--- config.mk ---
export PLATFORM = sky130hd
export DESIGN_NAME = counter_timer_routing
export DESIGN_NICKNAME = d
export VERILOG_FILES = /design/src/core/timebase_div.v /design/src/core/down_counter16.v /design/src/core/counter_timer_routing.v
export VERILOG_INCLUDE_DIRS = /design/src /design/src/inc
export SDC_FILE = /design/constraint.sdc
export NUM_CORES = 1
export LEC_CHECK = 0
export BUFFER_PORTS_ARGS = -buffer_cell sky130_fd_sc_hd__buf_2
export CAP_MARGIN = 30
export CORE_AREA = 2 2 189 98
export DETAILED_ROUTE_END_ITERATION = 10
export DIE_AREA = 0 0 191 100
export GPL_TIMING_DRIVEN = 0
export SLEW_MARGIN = 20
export SYNTH_ARGS = -nofsm -noshare
export SYNTH_HDL_FRONTEND = slang
export SYNTH_SLANG_ARGS = --single-unit
export TNS_END_PERCENT = 1
--- constraint.sdc ---
create_clock -name REF_CLK -period 4.2 [get_ports REF_CLK]
set_input_delay 0.21 -clock REF_CLK [delete_from_list [all_inputs] [get_ports REF_CLK]]
set_output_delay 0.21 -clock REF_CLK [all_outputs]
set_load 0.02 [all_outputs]
--- src/inc/ctr_routing_defs.vh ---
// register indices, field positions, reset values and time-base figures
// for the counter/timer routing block; included by bare name
`ifndef CTR_ROUTING_DEFS_VH
`define CTR_ROUTING_DEFS_VH

// register indices; byte address is four times the index
`define IDX_IRQ_MASK    10'h206
`define IDX_IRQ_FLAG    10'h207
`define IDX_RELOAD0     10'h208
`define IDX_RELOAD1     10'h209
`define IDX_START0      10'h20C
`define IDX_START1      10'h20D
`define IDX_SETTING0    10'h20E
`define IDX_SETTING1    10'h20F

// flag and mask layout
`define BIT_FLAG0       2
`define BIT_FLAG1       3
// start control / output status layout
`define BIT_SOFT_GATE   0
`define BIT_OUT_STATUS  4
// setting register layout
`define BIT_CLK_SEL     0
`define BIT_GATE_SEL    1
`define BIT_OUT_ROUTE   2
`define BIT_IRQ_EN      3
`define BIT_RATE_LOW    4
`define BIT_RATE_HIGH   5
`define BIT_CASCADE     6

// reset values
`define RST_SETTING0    4'h0
`define RST_SETTING1    7'h00
`define RST_RELOAD      16'hFFFF
`define MIN_RELOAD      16'h0002

// time base
`define REF_CLK_HZ      250000000
`define RATE_100KHZ_HZ  100000
`define RATE_10KHZ_HZ   10000
`define RATE_1KHZ_HZ    1000
`define RATE_100HZ_HZ   100
`define DIV_100KHZ      (`REF_CLK_HZ / `RATE_100KHZ_HZ)
`define DIV_10KHZ       (`REF_CLK_HZ / `RATE_10KHZ_HZ)
`define DIV_1KHZ        (`REF_CLK_HZ / `RATE_1KHZ_HZ)
`define DIV_100HZ       (`REF_CLK_HZ / `RATE_100HZ_HZ)

`endif

--- src/core/timebase_div.v ---
// synchronous divider producing a one-cycle enable at one of four rates
// assumes the rate select is a registered level
`timescale 1ns/100ps
module timebase_div
#(
  parameter integer DIV0 = 2500,
  parameter integer DIV1 = 25000,
  parameter integer DIV2 = 250000,
  parameter integer DIV3 = 2500000
)
(
  // clock and reset
  input  wire       clk,
  input  wire       rst,
  // control and enable
  input  wire [1:0] rate_sel,
  output reg        tick
);

  reg  [21:0] cnt_q;
  reg  [1:0]  sel_q;
  reg  [21:0] limit;

  // full-width terminal values, cut to the counter width on purpose below
  wire [31:0] lim0 = DIV0 - 1;
  wire [31:0] lim1 = DIV1 - 1;
  wire [31:0] lim2 = DIV2 - 1;
  wire [31:0] lim3 = DIV3 - 1;

  always @*
  begin
    case (rate_sel)
      2'h0:    limit = lim0[21:0];
      2'h1:    limit = lim1[21:0];
      2'h2:    limit = lim2[21:0];
      2'h3:    limit = lim3[21:0];
      default: limit = lim0[21:0];
    endcase
  end

  // restart on a rate change so the first period is whole
  always @(posedge clk or posedge rst)
  begin
    if (rst)
    begin
      cnt_q <= 22'h000000;
      sel_q <= 2'h0;
      tick  <= 1'b0;
    end
    else
    begin
      sel_q <= rate_sel;
      if (sel_q != rate_sel || cnt_q >= limit)
        cnt_q <= 22'h000000;
      else
        cnt_q <= cnt_q + 22'h000001;
      tick <= (sel_q == rate_sel) && (cnt_q == limit);
    end
  end

endmodule // timebase_div

--- src/core/down_counter16.v ---
// gated down counter with reload, terminal pulse and output level
// assumes tick is a one-cycle enable and reload is held stable
`timescale 1ns/100ps
module down_counter16
#(
  parameter integer WIDTH = 16
)
(
  // clock and reset
  input  wire             clk,
  input  wire             rst,
  // control
  input  wire             tick,
  input  wire             gate,
  input  wire             load,
  input  wire [WIDTH-1:0] reload,
  // state
  output reg  [WIDTH-1:0] count,
  output reg              out,
  output reg              term
);

  localparam [WIDTH-1:0] ONE = {{(WIDTH-1){1'b0}}, 1'b1};
  localparam [WIDTH-1:0] TWO = {{(WIDTH-2){1'b0}}, 2'b10};

  // values below two would never produce a period, so they count as two
  wire [WIDTH-1:0] eff_reload = (reload < TWO) ? TWO : reload;

  always @(posedge clk or posedge rst)
  begin
    if (rst)
    begin
      count <= {WIDTH{1'b1}};
      out   <= 1'b0;
      term  <= 1'b0;
    end
    else
    begin
      term <= 1'b0;
      if (load)
      begin
        count <= eff_reload;
        out   <= 1'b0;
      end
      else if (tick && gate)
      begin
        if (count <= ONE)
        begin
          count <= eff_reload;
          term  <= 1'b1;
          out   <= 1'b0;
        end
        else
        begin
          count <= count - ONE;
          out   <= (count == TWO);
        end
      end
    end
  end

endmodule // down_counter16

--- src/core/counter_timer_routing.v ---
// counter/timer routing: two user down counters with clock, gate and
// output routing, interrupt flags and cascade, behind an APB slave
// assumes isolated inputs are already synchronous to REF_CLK
`timescale 1ns/100ps
`include "ctr_routing_defs.vh"

// Contract
// - counter one clock is the time base when its clock select is 0 and isolated input one when 1.
// - counter two clock is the time base when its clock select is 0 and isolated input three when 1.
// - the rate field picks 100 KHz, 10 KHz, 1 KHz or 100 Hz for codes 00, 01, 10, 11.
// - counter one gate is its software gate bit when gate select is 0 and isolated input zero when 1.
// - counter two gate is its software gate bit when gate select is 0 and isolated input two when 1.
// - a counter answers its clock only while its selected gate is high.
// - counter one output shows in its status bit, and also on isolated output two when routed.
// - counter two output shows in its status bit, and also on isolated output three when routed.
// - a flag reads 1 once its counter has raised an interrupt and 0 when none is pending.
// - writing 1 to a flag clears it and writing 0 leaves it alone.
// - while a flag stays set no further interrupt is presented for that counter.
// - each counter has an interrupt enable, off by default, that gates its interrupt.
// - the cascade bit joins the two counters into one 32-bit counter, off by default.
// - each counter is a 16-bit down counter with clock, gate and output counting 2 to 65535.
// - a write to the start register sets the soft gate and a read returns the output level.
module counter_timer_routing
#(
  parameter integer DIV_100KHZ = `DIV_100KHZ,
  parameter integer DIV_10KHZ  = `DIV_10KHZ,
  parameter integer DIV_1KHZ   = `DIV_1KHZ,
  parameter integer DIV_100HZ  = `DIV_100HZ
)
(
  // clock and reset
  input  wire        REF_CLK,
  input  wire        RST,
  // apb slave
  input  wire        PSEL,
  input  wire        PENABLE,
  input  wire        PWRITE,
  input  wire [11:0] PADDR,
  input  wire [31:0] PWDATA,
  output reg  [31:0] PRDATA,
  output reg         PREADY,
  output reg         PSLVERR,
  // isolated inputs
  input  wire        ISOLATED_INPUT_ZERO,
  input  wire        ISOLATED_INPUT_ONE,
  input  wire        ISOLATED_INPUT_TWO,
  input  wire        ISOLATED_INPUT_THREE,
  // isolated outputs
  output reg         ISOLATED_OUTPUT_TWO,
  output reg         ISOLATED_OUTPUT_TWO_ROUTED,
  output reg         ISOLATED_OUTPUT_THREE,
  output reg         ISOLATED_OUTPUT_THREE_ROUTED,
  // interrupt
  output reg         IRQ
);

  // control registers
  reg  [3:0]  setting0_q;
  reg  [6:0]  setting1_q;
  reg         soft_gate0_q;
  reg         soft_gate1_q;
  reg  [1:0]  flag_q;
  reg  [15:0] reload0_q;
  reg  [15:0] reload1_q;
  reg         load0_q;
  reg         load1_q;
  reg         in_one_q;
  reg         in_three_q;

  wire [9:0]  idx = PADDR[11:2];
  wire        acc = PSEL & PENABLE;
  wire        wr  = acc & PWRITE & PREADY;

  wire        hit_mask  = (idx == `IDX_IRQ_MASK);
  wire        hit_flag  = (idx == `IDX_IRQ_FLAG);
  wire        hit_rl0   = (idx == `IDX_RELOAD0);
  wire        hit_rl1   = (idx == `IDX_RELOAD1);
  wire        hit_st0   = (idx == `IDX_START0);
  wire        hit_st1   = (idx == `IDX_START1);
  wire        hit_set0  = (idx == `IDX_SETTING0);
  wire        hit_set1  = (idx == `IDX_SETTING1);
  wire        mapped    = hit_mask | hit_flag | hit_rl0 | hit_rl1 |
                          hit_st0 | hit_st1 | hit_set0 | hit_set1;

  wire        cascade   = setting1_q[`BIT_CASCADE];
  wire [1:0]  rate_sel  = {setting1_q[`BIT_RATE_HIGH], setting1_q[`BIT_RATE_LOW]};

  wire        tb_tick;
  wire [15:0] count0;
  wire [15:0] count1;
  wire        out0;
  wire        out1;
  wire        term0;
  wire        term1;

  // time base
  timebase_div
  #(
    .DIV0 (DIV_100KHZ),
    .DIV1 (DIV_10KHZ),
    .DIV2 (DIV_1KHZ),
    .DIV3 (DIV_100HZ)
  )
  u_timebase
  (
    .clk      (REF_CLK),
    .rst      (RST),
    .rate_sel (rate_sel),
    .tick     (tb_tick)
  );

  // external clocks count on rising edges of the isolated inputs
  always @(posedge REF_CLK or posedge RST)
  begin
    if (RST)
    begin
      in_one_q   <= 1'b0;
      in_three_q <= 1'b0;
    end
    else
    begin
      in_one_q   <= ISOLATED_INPUT_ONE;
      in_three_q <= ISOLATED_INPUT_THREE;
    end
  end

  wire ext_tick0 = ISOLATED_INPUT_ONE & ~in_one_q;
  wire ext_tick1 = ISOLATED_INPUT_THREE & ~in_three_q;

  wire tick0 = setting0_q[`BIT_CLK_SEL] ? ext_tick0 : tb_tick;
  wire src1  = setting1_q[`BIT_CLK_SEL] ? ext_tick1 : tb_tick;
  // the upper stage sees one clock per full period of the lower stage
  wire tick1 = cascade ? term0 : src1;

  wire gate0 = setting0_q[`BIT_GATE_SEL] ? ISOLATED_INPUT_ZERO : soft_gate0_q;
  wire gate1 = setting1_q[`BIT_GATE_SEL] ? ISOLATED_INPUT_TWO : soft_gate1_q;

  down_counter16
  #(
    .WIDTH (16)
  )
  u_counter0
  (
    .clk    (REF_CLK),
    .rst    (RST),
    .tick   (tick0),
    .gate   (gate0),
    .load   (load0_q),
    .reload (reload0_q),
    .count  (count0),
    .out    (out0),
    .term   (term0)
  );

  down_counter16
  #(
    .WIDTH (16)
  )
  u_counter1
  (
    .clk    (REF_CLK),
    .rst    (RST),
    .tick   (tick1),
    .gate   (gate1),
    .load   (load1_q),
    .reload (reload1_q),
    .count  (count1),
    .out    (out1),
    .term   (term1)
  );

  // register writes
  always @(posedge REF_CLK or posedge RST)
  begin
    if (RST)
    begin
      setting0_q   <= `RST_SETTING0;
      setting1_q   <= `RST_SETTING1;
      soft_gate0_q <= 1'b0;
      soft_gate1_q <= 1'b0;
      reload0_q    <= `RST_RELOAD;
      reload1_q    <= `RST_RELOAD;
      load0_q      <= 1'b0;
      load1_q      <= 1'b0;
    end
    else
    begin
      load0_q <= wr & hit_rl0;
      load1_q <= wr & hit_rl1;
      if (wr && hit_set0)
        setting0_q <= PWDATA[3:0];
      if (wr && hit_set1)
        setting1_q <= PWDATA[6:0];
      // the mask is a second view of the two enable bits
      if (wr && hit_mask)
      begin
        setting0_q[`BIT_IRQ_EN] <= PWDATA[`BIT_FLAG0];
        setting1_q[`BIT_IRQ_EN] <= PWDATA[`BIT_FLAG1];
      end
      if (wr && hit_st0)
        soft_gate0_q <= PWDATA[`BIT_SOFT_GATE];
      if (wr && hit_st1)
        soft_gate1_q <= PWDATA[`BIT_SOFT_GATE];
      if (wr && hit_rl0)
        reload0_q <= PWDATA[15:0];
      if (wr && hit_rl1)
        reload1_q <= PWDATA[15:0];
    end
  end

  // sticky flags; a terminal pulse in the clearing cycle keeps the flag set
  wire [1:0] term_ev = {term1, term0};
  wire [1:0] clr     = (wr && hit_flag) ?
                       {PWDATA[`BIT_FLAG1], PWDATA[`BIT_FLAG0]} : 2'h0;

  always @(posedge REF_CLK or posedge RST)
  begin
    if (RST)
      flag_q <= 2'h0;
    else
      flag_q <= term_ev | (flag_q & ~clr);
  end

  // read data
  reg [31:0] rdata;

  always @*
  begin
    rdata = 32'h00000000;
    case (1'b1)
      hit_mask:
      begin
        rdata[`BIT_FLAG0] = setting0_q[`BIT_IRQ_EN];
        rdata[`BIT_FLAG1] = setting1_q[`BIT_IRQ_EN];
      end
      hit_flag:
      begin
        rdata[`BIT_FLAG0] = flag_q[0];
        rdata[`BIT_FLAG1] = flag_q[1];
      end
      hit_rl0:  rdata[15:0] = count0;
      hit_rl1:  rdata[15:0] = count1;
      hit_st0:  rdata[`BIT_OUT_STATUS] = out0;
      hit_st1:  rdata[`BIT_OUT_STATUS] = out1;
      hit_set0: rdata[3:0] = setting0_q;
      hit_set1: rdata[6:0] = setting1_q;
      default:  rdata = 32'h00000000;
    endcase
  end

  // one wait state: ready rises in the second access cycle
  always @(posedge REF_CLK or posedge RST)
  begin
    if (RST)
    begin
      PREADY  <= 1'b0;
      PSLVERR <= 1'b0;
      PRDATA  <= 32'h00000000;
    end
    else
    begin
      PREADY  <= acc & ~PREADY;
      PSLVERR <= acc & ~PREADY & ~mapped;
      if (acc && !PREADY && !PWRITE)
        PRDATA <= rdata;
    end
  end

  // outputs
  always @(posedge REF_CLK or posedge RST)
  begin
    if (RST)
    begin
      ISOLATED_OUTPUT_TWO          <= 1'b0;
      ISOLATED_OUTPUT_TWO_ROUTED   <= 1'b0;
      ISOLATED_OUTPUT_THREE        <= 1'b0;
      ISOLATED_OUTPUT_THREE_ROUTED <= 1'b0;
      IRQ                          <= 1'b0;
    end
    else
    begin
      ISOLATED_OUTPUT_TWO_ROUTED   <= setting0_q[`BIT_OUT_ROUTE];
      ISOLATED_OUTPUT_TWO          <= setting0_q[`BIT_OUT_ROUTE] & out0;
      ISOLATED_OUTPUT_THREE_ROUTED <= setting1_q[`BIT_OUT_ROUTE];
      ISOLATED_OUTPUT_THREE        <= setting1_q[`BIT_OUT_ROUTE] & out1;
      // a flag already set absorbs new events, so no second interrupt shows
      IRQ <= |(flag_q & {setting1_q[`BIT_IRQ_EN], setting0_q[`BIT_IRQ_EN]});
    end
  end

endmodule // counter_timer_routing

==> impl_metrics.json <==
{
  "grt_first_pass_wirelength_um": 33700,
  "fmax_ghz": 0.312,
  "period_needed_ns": 3.21,
  "h-tree-depth": 4,
  "finalCritPeriodShare": 0.763,
  "yosysTopAreaCell": "dfrtp_1",
  "arrival_ns": 3.48,
  "clk_path_buf_depth": 2,
  "worst-setup-path-type": "register to register",
  "fillers": 1654,
  "cts_buffers": 17,
  "grt_max_degree": 91,
  "endpoint_kind": "register",
  "path_buf_inv": 3,
  "hpwl_um": 16700,
  "ys.warnings.count": 0,
  "status": "completed",
  "insertion_delay_ns": 0.42,
  "num_rows": 35,
  "place.gp.congestion": 0.971,
  "drt_first_iter_violations": 828,
  "yosys-top-cells-area": "dfrtp_1 24%, dfstp_2 23%, mux2_2 6.8%",
  "drv_cap": 0,
  "cp_top_family": "simple AND/OR/NAND/NOR gates",
  "cellPowerDensity_mw_per_mm2": 370,
  "grt_setup_unrepaired": "false",
  "fp.dieW_um": 191,
  "wl_per_cell_um": 20.4,
  "drive_above_1_share": 0.279,
  "vias": 6222,
  "worstRegToRegCells": 10,
  "r2r-end": "u_timebase.cnt_q[10]",
  "synth_edf_count": 0,
  "skew_ns": 0.0108,
  "final_common_cell": "dfrtp_1",
  "dieArea_mm2": 0.0191,
  "r2r-start": "setting1_q[4]",
  "wl_um": 22100,
  "drcViolationCount": 0,
  "cts_root_buffer": "clkbuf_16",
  "grt_usage": 0.237,
  "ir_drop_uv": 277,
  "start_util": 0.419,
  "crit_fanout": 10,
  "layout.nets": 909,
  "synth_ff_type": "dfrtp_1",
  "crit_chain": "inv_1 -> ha_1 -> inv_1 -> ha_1 -> nand3_1 -> or4_1 -> o21ai_0 -> a211o_1 -> clkbuf_1 -> nor2_1",
  "cp-start-kind": "register",
  "min-delay-start": "PWDATA[14]",
  "fin_hold_ws_ns": 0.0554,
  "instances_no_fill": 1081,
  "core_mm2": 0.0177,
  "final_max_slew_viol_count": 0,
  "p_leak_uw": 0.00382,
  "antenna_found_initial": 0,
  "r2r_slack_ns": 0.99,
  "synth-seq-cells": 135,
  "cp-startpoint": "setting1_q[4]",
  "required_ns": 4.48,
  "grt_pass1_vias": 5537,
  "numPlacedInstances": 1046,
  "tns_ns": 0,
  "post-route-util": 0.492,
  "tightest_slew_ns": 0.907,
  "yosysSeqAreaShare": 0.466,
  "synthCells": 735,
  "avgSynthCellArea_um2": 10.1,
  "synthArstFlopShare": 1.00,
  "layout_common_cells": "71 x dfrtp_1, 69 x nor2_1, 64 x dfstp_2",
  "finalSetupViolCount": 0,
  "tritoncts": "yes",
  "max_slew_margin": 0.392,
  "yosys.area.top_type_share": 0.239,
  "drt-vias-per-instance": 5.76,
  "placement.setup.worst_slack_ns": 1.05,
  "cp.depth": 10,
  "cp-endpoint": "u_timebase.cnt_q[10]",
  "drtPass1Iterations": 7,
  "port_buffers": 55,
  "post_cts_resized": 0,
  "holdCritPathClass": "input port to register",
  "areaGrowthSynthToFinish_pct": 17.6,
  "clk_pin_slew_worst_paths_ns": 0.06,
  "cpPeakStageDelay_ns": 0.57,
  "io_pins": 92,
  "worst_slack_ns": 0.994,
  "die_y_um": 100,
  "n_antenna_cell": 0,
  "crit_slowest_cell": "or4_1",
  "synth_area_mm2": 0.00743,
  "clock_sinks": 135,
  "grt_overflow": 0,
  "synth.distinct_cells": 75,
  "antenna_left": 0,
  "hold_violations": 0
}
-- sequential cells by signal, indices dropped and copies added, names as in the netlist, 2 cells and up --
| name | flops |
|---|---|
| reload0_q | 16 |
| u_counter1.count | 16 |
| u_counter0.count | 16 |
| u_timebase.sel_q | 2 |
| setting0_q | 4 |
| flag_q | 2 |
| reload1_q | 16 |
| u_timebase.cnt_q | 22 |
| PRDATA | 16 |
| setting1_q | 7 |
-- metal layers --
layer,wire [um],global-route usage,share of wire
met4,191,0.0513,0.0087
met5,0,0,0
met2,7230,0.253,0.33
met1,11800,0.411,0.54
met3,2790,0.0867,0.13
-- cell type report --
type	count	area (um^2)	area share
multi-input combinational	537	3660	0.419
sequential	135	3460	0.396
tap	240	300	0.0344
inverter	32	128	0.0146
buffer	46	249	0.0285
timing repair buffer	59	333	0.0381
clock buffer	21	460	0.0527
clock inverter	11	148	0.0169
-- where the power goes --
group / internal (uW) / switching [uW]
Clock: 966 / 589
Sequential: 1360 / 58.4
Combinational: 102 / 162
-- what timing repair did --
item,in CTS,in global routing
hold buffers,3,0
setup buffers,0,0
hold endpoints to repair,12,0
-- synth_stat cells, types with 6 or more instances --
cell,count
and3_1,18
a221oi_1,9
inv_1,32
xnor2_1,11
a22oi_1,9
clkbuf_1,24
a211o_1,6
dfstp_2,64
dfrtp_1,71
nand3_1,18
nor4_1,20
and4_1,7
o21ai_0,39
o211ai_1,6
nand4_1,14
xor2_1,10
o22ai_1,6
or4_1,6
mux2i_1,7
buf_4,17
mux2_2,45
nand2_1,49
a31oi_1,6
nor2_1,69
a21oi_1,27
nor3_1,19
and2_1,11
ha_1,28
-- worst min-delay path by stage --
stage	cells past startpoint	slack [ns]	end
2_1_floorplan	0	0.24	in_one_q
3_5_place_dp	2	0.24	PRDATA[11]
4_1_cts	2	0.04	reload0_q[14]
5_1_grt	2	0.04	reload0_q[14]
6_report	2	0.06	reload0_q[14]
3_3_place_gp	1	0.35	in_three_q
-- metrics by stage --
step	instance area [um^2]	total power, uW
2_1_floorplan	7480	1600
3_3_place_gp	8060	1690
3_5_place_dp	8090	1690
4_1_cts	8730	3260
5_1_grt	8730	3360
6_report	8730	3230
-- cells by family after synthesis --
logic type,Yosys count,synth area share
buf+inv,78,0.0497
flops,135,0.466
simple gates,269,0.196
xor+xnor,21,0.0248
other cells,1,0.000505
compound gates,151,0.138
fa+ha+maj,28,0.0472
mux,52,0.0777
-- worst reg2reg max path, stage by stage, from the launching register on --
cell      delay (ns)
dfrtp_1         0.43
inv_1           0.26
ha_1            0.23
inv_1           0.07
ha_1            0.29
nand3_1         0.11
or4_1           0.57
o21ai_0         0.36
a211o_1         0.20
clkbuf_1        0.43
nor2_1          0.11
No activity file was read; power rests on OpenSTA's default activity.
